### src/verilog/pex_defines.vh
// Timing counts and field positions for the paged memory host controller
`ifndef PEX_DEFINES_VH
`define PEX_DEFINES_VH
// Pin-level timing in ns and the derived 100 MHz cycle counts
`define PEX_CLK_NS 10
`define PEX_WP_NS 100
`define PEX_WP_CYC ((`PEX_WP_NS + `PEX_CLK_NS - 1) / `PEX_CLK_NS)
`define PEX_WPH_NS 50
`define PEX_WPH_CYC ((`PEX_WPH_NS + `PEX_CLK_NS - 1) / `PEX_CLK_NS)
`define PEX_ACC_NS 150
`define PEX_ACC_CYC ((`PEX_ACC_NS + `PEX_CLK_NS - 1) / `PEX_CLK_NS)
`define PEX_OEHP_NS 150
`define PEX_OEHP_CYC ((`PEX_OEHP_NS + `PEX_CLK_NS - 1) / `PEX_CLK_NS)
// Byte load window, longest time, rounded down
`define PEX_BLW_US 150
`define PEX_BLW_CYC ((`PEX_BLW_US * 1000) / `PEX_CLK_NS)
// Longest write cycle in us, default variant
`define PEX_TWC_US 10000
`define PEX_TWC_CYC ((`PEX_TWC_US * 1000) / `PEX_CLK_NS)
// Page and id area layout
`define PEX_PAGE_LSB 6
`define PEX_PAGE_BYTES 64
`define PEX_ID_BASE 15'h7FC0
`define PEX_TOGGLE_BIT 6
`define PEX_POLL_BIT 7
// Command codes of the host port
`define PEX_CMD_READ 2'h0
`define PEX_CMD_LOAD 2'h1
`define PEX_CMD_POLL 2'h2
`endif

### src/verilog/pex_timer.v
// Cycle down-counter used for pulse widths and time-outs
module pex_timer #(
  parameter WIDTH = 20
) (
  // Clock and reset
  input wire CLK,
  input wire SYS_RST,
  // Control
  input wire load,
  input wire [WIDTH-1:0] value,
  // Status
  output wire done
);
  reg [WIDTH-1:0] count;

  // Load or count to zero
  always @(posedge CLK) begin
    if (SYS_RST) begin
      count <= {WIDTH{1'b0}};
    end else if (load) begin
      count <= value;
    end else if (count != {WIDTH{1'b0}}) begin
      count <= count - 1'b1;
    end
  end

  assign done = (count == {WIDTH{1'b0}}) && !load;
endmodule

### src/verilog/pex_host.v
// Host controller driving a paged byte-wide erasable memory over its pins
`include "pex_defines.vh"
module pex_host #(
  parameter TWC_CYC = `PEX_TWC_CYC,
  parameter BLW_CYC = `PEX_BLW_CYC
) (
  // Clock and reset
  input wire CLK,
  input wire SYS_RST,
  // User command port
  input wire REQ_VALID,
  input wire [1:0] REQ_CMD,
  input wire [14:0] REQ_ADDR,
  input wire [7:0] REQ_DATA,
  input wire REQ_LAST,
  input wire REQ_ID,
  output reg REQ_READY,
  output reg RSP_VALID,
  output reg [7:0] RSP_DATA,
  output reg RSP_TIMEOUT,
  output reg PAGE_ERROR,
  // Memory pins
  output reg CHIP_SEL_N,
  output reg OUT_EN_N,
  output reg WR_STROBE_N,
  output reg [14:0] ADDR,
  output reg HIGH_VOLTAGE_SEL,
  output reg [7:0] DQ_OUT,
  output reg DQ_OE,
  input wire [7:0] DQ_IN
);
  localparam ST_IDLE = 3'h0;
  localparam ST_SETUP = 3'h1;
  localparam ST_STROBE = 3'h2;
  localparam ST_RECOVER = 3'h3;
  localparam ST_RDWAIT = 3'h4;
  localparam ST_GAP = 3'h5;
  localparam ST_PAGE = 3'h6;
  localparam TW = 24;
  // Timer loads, cut to the timer width where used
  localparam integer ACC_VAL = `PEX_ACC_CYC;
  localparam integer WP_VAL = `PEX_WP_CYC;
  localparam integer WPH_VAL = `PEX_WPH_CYC;
  localparam integer OEHP_VAL = `PEX_OEHP_CYC;

  reg [2:0] state;
  reg [1:0] cmd;
  reg in_page;
  reg last;
  reg poll_seen;
  reg [7:0] poll_prev;
  reg [7:0] dq_meta;
  reg [7:0] dq_sync;
  reg [8:0] page_addr;
  reg tmr_load;
  reg [TW-1:0] tmr_val;
  reg blw_load;
  reg twc_load;
  wire tmr_done;
  wire blw_done;
  wire twc_done;

  // Pulse width and recovery timer
  pex_timer #(.WIDTH(TW)) u_pulse (
    .CLK(CLK), .SYS_RST(SYS_RST), .load(tmr_load), .value(tmr_val), .done(tmr_done)
  );
  // Byte load window timer
  pex_timer #(.WIDTH(TW)) u_window (
    .CLK(CLK), .SYS_RST(SYS_RST), .load(blw_load), .value(BLW_CYC[TW-1:0]),
    .done(blw_done)
  );
  // Longest write cycle timer
  pex_timer #(.WIDTH(TW)) u_wcycle (
    .CLK(CLK), .SYS_RST(SYS_RST), .load(twc_load), .value(TWC_CYC[TW-1:0]),
    .done(twc_done)
  );

  // Two-stage synchroniser on the data pins
  always @(posedge CLK) begin
    dq_meta <= DQ_IN;
    dq_sync <= dq_meta;
  end

  // Main sequencer
  always @(posedge CLK) begin
    tmr_load <= 1'b0;
    tmr_val <= {TW{1'b0}};
    blw_load <= 1'b0;
    twc_load <= 1'b0;
    RSP_VALID <= 1'b0;
    if (SYS_RST) begin
      state <= ST_IDLE;
      cmd <= `PEX_CMD_READ;
      in_page <= 1'b0;
      last <= 1'b0;
      poll_seen <= 1'b0;
      poll_prev <= 8'h00;
      page_addr <= 9'h000;
      REQ_READY <= 1'b0;
      RSP_DATA <= 8'h00;
      RSP_TIMEOUT <= 1'b0;
      PAGE_ERROR <= 1'b0;
      CHIP_SEL_N <= 1'b1;
      OUT_EN_N <= 1'b1;
      WR_STROBE_N <= 1'b1;
      ADDR <= 15'h0000;
      HIGH_VOLTAGE_SEL <= 1'b0;
      DQ_OUT <= 8'h00;
      DQ_OE <= 1'b0;
    end else begin
      case (state)
        ST_IDLE: begin
          REQ_READY <= 1'b1;
          if (REQ_VALID && REQ_READY) begin
            REQ_READY <= 1'b0;
            cmd <= REQ_CMD;
            last <= REQ_LAST;
            PAGE_ERROR <= 1'b0;
            RSP_TIMEOUT <= 1'b0;
            HIGH_VOLTAGE_SEL <= REQ_ID;
            ADDR <= REQ_ID ? (`PEX_ID_BASE | REQ_ADDR) : REQ_ADDR;
            // erase code bytes go out as plain loads
            if (REQ_CMD == `PEX_CMD_LOAD) begin
              // page address fixed for whole load
              if (in_page && REQ_ADDR[14:`PEX_PAGE_LSB] != page_addr) begin
                PAGE_ERROR <= 1'b1;
                state <= ST_GAP;
              end else begin
                page_addr <= REQ_ADDR[14:`PEX_PAGE_LSB];
                DQ_OUT <= REQ_DATA;
                DQ_OE <= 1'b1;
                // output enable high before the strobe
                OUT_EN_N <= 1'b1;
                CHIP_SEL_N <= 1'b0;
                state <= ST_SETUP;
              end
            end else begin
              // read with strobe high, select and output enable low
              DQ_OE <= 1'b0;
              CHIP_SEL_N <= 1'b0;
              OUT_EN_N <= 1'b0;
              tmr_load <= 1'b1;
              tmr_val <= ACC_VAL[TW-1:0];
              // A user poll gets its own longest write time
              twc_load <= (REQ_CMD == `PEX_CMD_POLL);
              poll_seen <= 1'b0;
              state <= ST_RDWAIT;
            end
          end else if (in_page && blw_done) begin
            in_page <= 1'b0;
            poll_seen <= 1'b0;
            twc_load <= 1'b1;
            REQ_READY <= 1'b0;
            state <= ST_PAGE;
          end
        end
        ST_SETUP: begin
          // strobe falls with output enable already high
          WR_STROBE_N <= 1'b0;
          tmr_load <= 1'b1;
          tmr_val <= WP_VAL[TW-1:0];
          state <= ST_STROBE;
        end
        ST_STROBE: begin
          if (tmr_done) begin
            WR_STROBE_N <= 1'b1;
            CHIP_SEL_N <= 1'b1;
            tmr_load <= 1'b1;
            tmr_val <= WPH_VAL[TW-1:0];
            // byte load window runs from the strobe rise
            blw_load <= 1'b1;
            state <= ST_RECOVER;
          end
        end
        ST_RECOVER: begin
          if (tmr_done) begin
            DQ_OE <= 1'b0;
            RSP_VALID <= 1'b1;
            // keep page between bytes after a code
            // user closes the load with its last byte
            if (last) begin
              in_page <= 1'b0;
              twc_load <= 1'b1;
              poll_seen <= 1'b0;
              state <= ST_PAGE;
            end else begin
              // page stays open while the window runs
              in_page <= 1'b1;
              state <= ST_IDLE;
            end
          end
        end
        ST_PAGE: begin
          // wait for toggle to stop or longest write time
          // output enable high pulse before each poll read
          if (tmr_done) begin
            if (twc_done) begin
              RSP_TIMEOUT <= 1'b1;
              HIGH_VOLTAGE_SEL <= 1'b0;
              poll_seen <= 1'b0;
              state <= ST_IDLE;
            end else begin
              CHIP_SEL_N <= 1'b0;
              OUT_EN_N <= 1'b0;
              tmr_load <= 1'b1;
              tmr_val <= ACC_VAL[TW-1:0];
              cmd <= `PEX_CMD_POLL;
              state <= ST_RDWAIT;
            end
          end
        end
        ST_RDWAIT: begin
          if (tmr_done) begin
            CHIP_SEL_N <= 1'b1;
            OUT_EN_N <= 1'b1;
            tmr_load <= 1'b1;
            tmr_val <= OEHP_VAL[TW-1:0];
            if (cmd == `PEX_CMD_POLL) begin
              poll_prev <= dq_sync;
              poll_seen <= 1'b1;
              // data read after completion is true data
              if (poll_seen &&
                  dq_sync[`PEX_TOGGLE_BIT] == poll_prev[`PEX_TOGGLE_BIT]) begin
                RSP_DATA <= dq_sync;
                RSP_VALID <= 1'b1;
                poll_seen <= 1'b0;
                state <= ST_GAP;
              end else begin
                state <= ST_PAGE;
              end
            end else begin
              RSP_DATA <= dq_sync;
              RSP_VALID <= 1'b1;
              state <= ST_GAP;
            end
          end
        end
        ST_GAP: begin
          // Output enable high pulse between accesses
          if (tmr_done) begin
            if (!in_page) begin
              HIGH_VOLTAGE_SEL <= 1'b0;
            end
            state <= ST_IDLE;
          end
        end
        default: begin
          state <= ST_IDLE;
        end
      endcase
    end
  end
endmodule

### config.mk
export PLATFORM = sky130hd
export DESIGN_NAME = pex_host
export DESIGN_NICKNAME = d
export VERILOG_FILES = /design/src/verilog/pex_timer.v /design/src/verilog/pex_host.v
export VERILOG_INCLUDE_DIRS = /design/src /design/src/verilog
export SDC_FILE = /design/constraint.sdc
export NUM_CORES = 1
export LEC_CHECK = 0
export ABC_AREA = 1
export BUFFER_PORTS_ARGS = -buffer_cell sky130_fd_sc_hd__buf_2
export CAP_MARGIN = 20
export CELL_PAD_IN_SITES_DETAIL_PLACEMENT = 0
export CELL_PAD_IN_SITES_GLOBAL_PLACEMENT = 1
export CORE_MARGIN = 1.5
export CORE_UTILIZATION = 48
export CTS_BUF_LIST = sky130_fd_sc_hd__clkbuf_8
export DETAILED_ROUTE_END_ITERATION = 16
export PLACE_DENSITY = 0.95
export SYNTH_ARGS = -nofsm -noshare
export SYNTH_HDL_FRONTEND = slang
export SYNTH_HIERARCHICAL = 1
export SYNTH_SLANG_ARGS = --single-unit
### constraint.sdc
create_clock -name CLK -period 3.6 [get_ports CLK]
set_input_delay 0 -clock CLK [delete_from_list [all_inputs] [get_ports CLK]]
set_output_delay 0 -clock CLK [all_outputs]
set_load 0.02 [all_outputs]
==> results of run 1 <==
where the power goes:
group,internal [mW],switching (mW)
registers,2.15,0.511
clock network,0.505,0.726
logic,1.89,3.47
total,4.55,4.71
final timing paths:
| path | endpoint | slack, ps | startpoint |
|---|---|---|---|
| worst min-delay path | dq_meta[2] | 160 | DQ_IN[2] |
| worst max-delay path | twc_load | 840 | tmr_load |
| worst max register to register | twc_load | 840 | tmr_load |
| worst min register to register | dq_sync[2] | 340 | dq_meta[2] |
critical path, stage by stage, from the launching register on:
cell           delay [ps]
dfxtp_1               460
nor2_1                240
nand2_1                80
nor2_1                180
nand3_4               140
inv_1                 320
inv_1                 190
nand2_1               140
o2111ai_2             140
nor2_2                140
a31oi_1                50
dlygate4sd3_1         550
nor2_1                 70
what timing repair did:
item                                   in CTS  in global routing
endpoints found under the hold margin      58                  0
hold buffers                               37                  0
setup endpoints to repair                   0                  0
metrics by stage:
step | hold slack, ps | setup slack (ps) | cells
3_3_place_gp | 102.2 | 1335 | 1552
4_1_cts | 129.6 | 885.6 | 1621
6_report | 160.6 | 841.3 | 1621
5_1_grt | 148.5 | 590.8 | 1621
2_1_floorplan | 27.72 | 1599 | 1286
3_5_place_dp | 104.5 | 1273 | 1552
kinds of logic (layout without fill, tap and decap cells):
kind of cell / count (synthesis) / after routing / share of synthesized area (%)
AOI/OAI and AO/OA: 181 / 181 / 12.52
xor gates and xnor gates: 11 / 11 / 1.157
DFF: 151 / 151 / 36.30
and+or+nand+nor: 677 / 677 / 39.41
adders and majority gates: 6 / 6 / 0.9016
other: 2 / 68 / 0.09019
muxes: 2 / 2 / 0.2404
buffers and inverters: 190 / 305 / 9.376
flip-flops by register name, summed over array words and instances, names as in the netlist, 2 cells and up:
register / flops
u_pulse/count: 24
u_wcycle/count: 24
u_window/count: 24
ADDR: 15
page_addr: 9
DQ_OUT: 8
RSP_DATA: 8
dq_meta: 8
dq_sync: 8
state: 3
cmd: 2
tmr_val: 2
layer usage:
metal	GRT usage, %	up-vias
met5	0	-
met1	30.57	3429
met4	6.930	0
li1	-	4203
met2	35.98	166
met3	4.842	27
area by class of cell:
class,instances,share of cell area (%)
Clock inverter,15,1.340
Multi-Input combinational cell,945,48.65
Sequential cell,151,30.83
Clock buffer,17,2.386
Inverter,154,5.895
Timing Repair Buffer,119,8.090
Tap cell,220,2.807
Yosys cell counts (7+ instances only):
| master | count |
|---|---|
| nand2_2 | 20 |
| nor2_2 | 34 |
| clkbuf_1 | 17 |
| or2_2 | 10 |
| a21oi_1 | 73 |
| nand4_1 | 20 |
| nand3_1 | 116 |
| nor2_4 | 16 |
| buf_6 | 7 |
| o21ai_0 | 67 |
| dfxtp_1 | 151 |
| nor2_1 | 163 |
| inv_2 | 17 |
| nand2_1 | 262 |
| inv_1 | 135 |
| o2111ai_1 | 8 |
==> reports/qor.yml, run 1 <==
power_density_nw_per_um2: 944.0
cap_viol_max_count: 0
min_path_cells: 2
status: "finished clean"
ff2ff_path_depth: 12
worst_pin_slew_ps: 583.6
final_area_um2: 9806
synth_edf_count: 0
rsz0062_at_grt: "false"
report.power.total_mw: 9.256
die_w_um: 134.7
dr.pass1.iters: 5
avgRoutedWirePerCell_um: 12.02
wl_met1_um: 9396
post_dp_cell_area_um2: 9070
via_per_inst: 4.827
ys_warn_count: 6
drt-total-wl_um: 19480
clk_latency_ps: 470
routabilityCongestion: 0.8630
crit_type: "flop to flop"
die-area_um2: 18150
antenna_found_initial: 0
first_global_vias: 7180
finalSetupTns_ps: 0
ios: 78
vias: 7825
drive_above_1_share_pct: 17.27
worst_clock_skew_ps: 13.01
fp.dieH_um: 134.7
cts-buffers-inserted: 17
grt_first_pass_wirelength_um: 33440
portBuffers: 77
row_count: 47
cts_setup_buffers: 0
synthCells: 1220
synth_seq_cells: 151
vdd_ir_drop_max_v: 0.0005197
fin_crit_sh_pct: 76.63
hold_viol: 0
clockBufferDepth: 2
grt_max_degree: 36
fmax_mhz: 362.5
hp-class: "primary input to flop"
grt.total_usage_pct: 22.55
hpwlAfterDp_um: 13660
routed-wl-met2_um: 8829
drt.antenna.violating_nets: 0
cts.sinks: 151
cts_tree: "done"
nFillCells: 1589
finalMaxSlewViolations: 0
cp-start-kind: "flop"
core-area_um2: 16760
yosysUniqueCellTypes: 46
syn_area_um2: 8327
num_antenna_cells: 0
cellLeakagePower_nw: 4.589
synthToLayoutAreaGrowth_pct: 17.76
finalSetupViolCount: 0
slew_headroom_pct: 61.04
synth_area_leader_cell: "dfxtp_1"
postCtsResizedCells: 0
end_kind: "flop"
start_util_pct: 49.68
critPathRequiredTime_ps: 4010
register_area_um2: 3023
ys_async_sr_fraction_pct: 0
cp.arrival_ps: 3160
maxUsedRoutingLayer: "met4"
nets: 1432
synth.avg_cell_area_um2: 6.825
wl_met3_um: 942
synth-seq-area-share_pct: 36.30
layout_min_cycle_time_ps: 2759
clockRootBuffer: "clkbuf_8"
utilization_pct: 58.51
drc: 0
layout_common_cells: "nand2_1 (262), nor2_1 (163), dfxtp_1 (151)"
path_clk_slew_ps: 90
gr-total-overflow: 0
drt_iter0_markers: 567
yosysTopAreaCellShare_pct: 36.30
synthFlopType: "dfxtp_1"
htree_levels: 4
synth_area_leaders: "dfxtp_1 (36%), nand2_1 (12%), nor2_1 (7.3%)"
final_common_cell: "nand2_1"
crit_fanout: 14
multi_input_area_um2: 4771
Note: power is estimated with default switching activity, not from simulation.
==> run 2, diff against run 1 <==
ABC_AREA = 0   (was 1)
CORE_UTILIZATION = 42   (was 48)
PLACE_DENSITY = 0.86   (was 0.95)
clock period = 2.21 ns   (was 3.6 ns; I/O delays follow)
==> reports/qor.yml, run 2 <==
core-area_um2: 18710  # +12%
fin_crit_sh_pct: 107.4  # +31 points
hp-class: "primary input to flop"
cp-start-kind: "flop"
crit_type: "flop to flop"
clk_latency_ps: 470  # about the same
grt_first_pass_wirelength_um: 33080  # -1.1%
drc: 0  # unchanged
setup_ws_ps: -163.4  # -1005 ps
layout.cells.non_filler: 1400  # -14%
synth_seq_cells: 151  # unchanged
end_kind: "flop"
first_global_vias: 6886  # -4.1%
hold_viol: 0  # unchanged
post_dp_cell_area_um2: 9294  # +2.5%
reg_top3: "u_pulse/count x24, u_wcycle/count x24, u_window/count x24"
final_area_um2: 10240  # +4.4%
path_cells: "or4_4 -> or4_4 -> nor3_4 -> a22oi_2 -> a21oi_2 -> o21ai_2 -> nand4b_1 -> a21oi_1"
vdd_ir_drop_max_v: 0.0007672  # +48%
finalMaxSlewViolations: 0  # unchanged
worst_pin_slew_ps: 700.7  # +117.1 ps
routabilityCongestion: 0.9036  # +4.7%
worst-path-buf-inv: 0  # -3
rsz0062_at_grt: "true"
ios: 78  # unchanged
synth.avg_cell_area_um2: 8.722  # +28%
path_depth: 8  # -4
drt_iter0_markers: 520  # -8.3%
ff2ff_path_depth: 8  # -4
r2r_setup_slack_ps: -160  # -1000 ps
gr-total-overflow: 0  # unchanged
violations: "negative setup slack"
grt_max_degree: 77  # +110%
max_stage_delay_ps: 530  # -20 ps
crit_fanout: 5  # -9
critPathRequiredTime_ps: 2610  # -1400 ps
status: "finished, violations left"
clockRootBuffer: "clkbuf_8"
cts-buffers-inserted: 17  # unchanged
yosys-top-cells-count: "dfxtp_1 (151), nor2_1 (100), nand2_1 (52), nand2b_1 (49)"
drt.antenna.violating_nets: 0  # unchanged
syn_area_um2: 8024  # -3.6%
r2r-start: "u_window/count[17]"
via_per_inst: 5.309  # +10%
vias: 7433  # -5.0%
clockBufferDepth: 2  # unchanged
path_common_cell: "or4_4"
synth_area_leaders: "dfxtp_1 (38%), nor2_1 (4.7%), mux2i_1 (4.5%)"
start_util_pct: 42.90  # -6.8 points
die_w_um: 141.2  # +4.8%
cap_viol_max_count: 0  # unchanged
fmax_mhz: 421.3  # +16%
worst_r2r_endpoint: "state[1]"
ys_warn_count: 6  # unchanged
layout_common_cells: "dfxtp_1 (150), nor2_1 (98), buf_4 (88)"
register_area_um2: 3024  # about the same
slew_headroom_pct: 53.22  # -7.8 points
drive_above_1_share_pct: 23.07  # +5.8 points
drt-total-wl_um: 19790  # +1.6%
report.power.total_mw: 14.78  # +60%
dr.pass1.iters: 5  # unchanged
path_clk_slew_ps: 100  # about the same
synthFlopType: "dfxtp_1"
cp.arrival_ps: 2780  # -380 ps
multi_input_area_um2: 4901  # +2.7%
synth-seq-area-share_pct: 37.67  # +1.4 points
yosysTopAreaCellShare_pct: 37.67  # +1.4 points
synth_edf_count: 0  # unchanged
place_inst: 1326  # -15%
crit_start: "u_window/count[17]"
finalSetupViolCount: 27  # +27
grt.total_usage_pct: 20.25  # -2.3 points
ys_async_sr_fraction_pct: 0  # unchanged
die-area_um2: 19940  # +9.9%
cp-endpoint: "state[1]"
avgRoutedWirePerCell_um: 14.13  # +18%
power_density_nw_per_um2: 1444  # +53%
nets: 1197  # -16%
antenna_found_initial: 0  # unchanged
final_common_cell: "dfxtp_1"
post-place-ws_ps: -149.5  # -1422 ps
layout_min_cycle_time_ps: 2373  # -385.3 ps
cellLeakagePower_nw: 4.230  # -7.8%
nFillCells: 1710  # +7.6%
cts_tree: "done"
synth_most_common_cell: "dfxtp_1"
fp.dieH_um: 141.2  # +4.8%
htree_levels: 4  # unchanged
synthCells: 920  # -25%
hpwlAfterDp_um: 13480  # -1.3%
cpMaxStageDelayCell: "or4_4"
worst_clock_skew_ps: 21.19  # +8.184 ps
synthToLayoutAreaGrowth_pct: 27.58
num_antenna_cells: 0  # unchanged
portBuffers: 77  # unchanged
row_count: 50  # +6.4%
critPathTopFamily: "simple AND/OR/NAND/NOR gates"
yosysUniqueCellTypes: 82  # +78%
synth_area_leader_cell: "dfxtp_1"
cts.sinks: 151  # unchanged
==> run 2: worst register-to-register path: cells and delay by family (launching register included) <==
family           cells  cell delay, ps
AND/OR/NAND/NOR      4            1430
AO/OA/AOI/OAI        4             560
flip-flops           1             330
==> run 2: layout make-up <==
cell class                      instances  area share [%]
Clock inverter                         15           1.992
Sequential cell                       151           29.54
Timing Repair Buffer                  206           14.42
Tap cell                              234           2.860
Clock buffer                           17           2.286
Inverter                               28           1.027
Multi-Input combinational cell        749           47.87
==> run 2: power breakdown <==
part / switching (mW) / internal (mW) / leakage [nW]
combinational: 4.44 / 3.90 / 2.78
clock: 1.32 / 0.889 / 0.214
sequential: 0.783 / 3.46 / 1.24
==> run 2: how the worst min path moves through the flow <==
stage | start | to | slack, ps | cells past startpoint
6_report | DQ_IN[2] | dq_meta[2] | 150 | 2
5_1_grt | DQ_IN[2] | dq_meta[2] | 130 | 2
4_1_cts | DQ_IN[2] | dq_meta[2] | 130 | 2
3_5_place_dp | DQ_IN[1] | dq_meta[1] | 100 | 1
3_3_place_gp | DQ_IN[7] | dq_meta[7] | 100 | 1
2_1_floorplan | DQ_IN[0] | dq_meta[0] | 30 | 0
==> run 2: what timing repair did <==
item,in CTS,in global routing
hold buffers,37,0
resized for setup,3,19
gates cloned,0,1
buffers inserted,1,3
endpoints found under the hold margin,52,0
endpoints found under the setup margin,26,41
pin swaps,1,8
==> run 2: stage by stage <==
step | utilization (%) | setup TNS, ps | hold slack, ps
3_3_place_gp | 49.69 | -702.7 | 103.0
3_5_place_dp | 49.69 | -979.0 | 104.0
4_1_cts | 54.10 | -1036 | 126.0
5_1_grt | 54.73 | -4155 | 130.4
2_1_floorplan | - | -359.5 | 27.72
6_report | 54.73 | -1987 | 154.0
==> run 2: layer usage <==
layer | part of all wire, % | track usage [%] | up-vias | wire, µm
met5 | 0 | 0 | - | 0
met4 | 1.6 | 6.305 | 0 | 323
met3 | 5.3 | 4.959 | 32 | 1044
met2 | 46 | 33.05 | 190 | 9187
met1 | 47 | 26.35 | 3456 | 9232
li1 | - | - | 3755 | -
==> run 2: logic make-up after synthesis <==
family          after synthesis  share of synthesized area, %
mux                          37                         4.631
compound gates              205                         17.93
simple gates                393                         28.88
xor+xnor                     37                         4.039
buf+inv                      89                         5.816
flops                       151                         37.67
other cells                   2                       0.09359
fa+ha+maj                     6                        0.9356
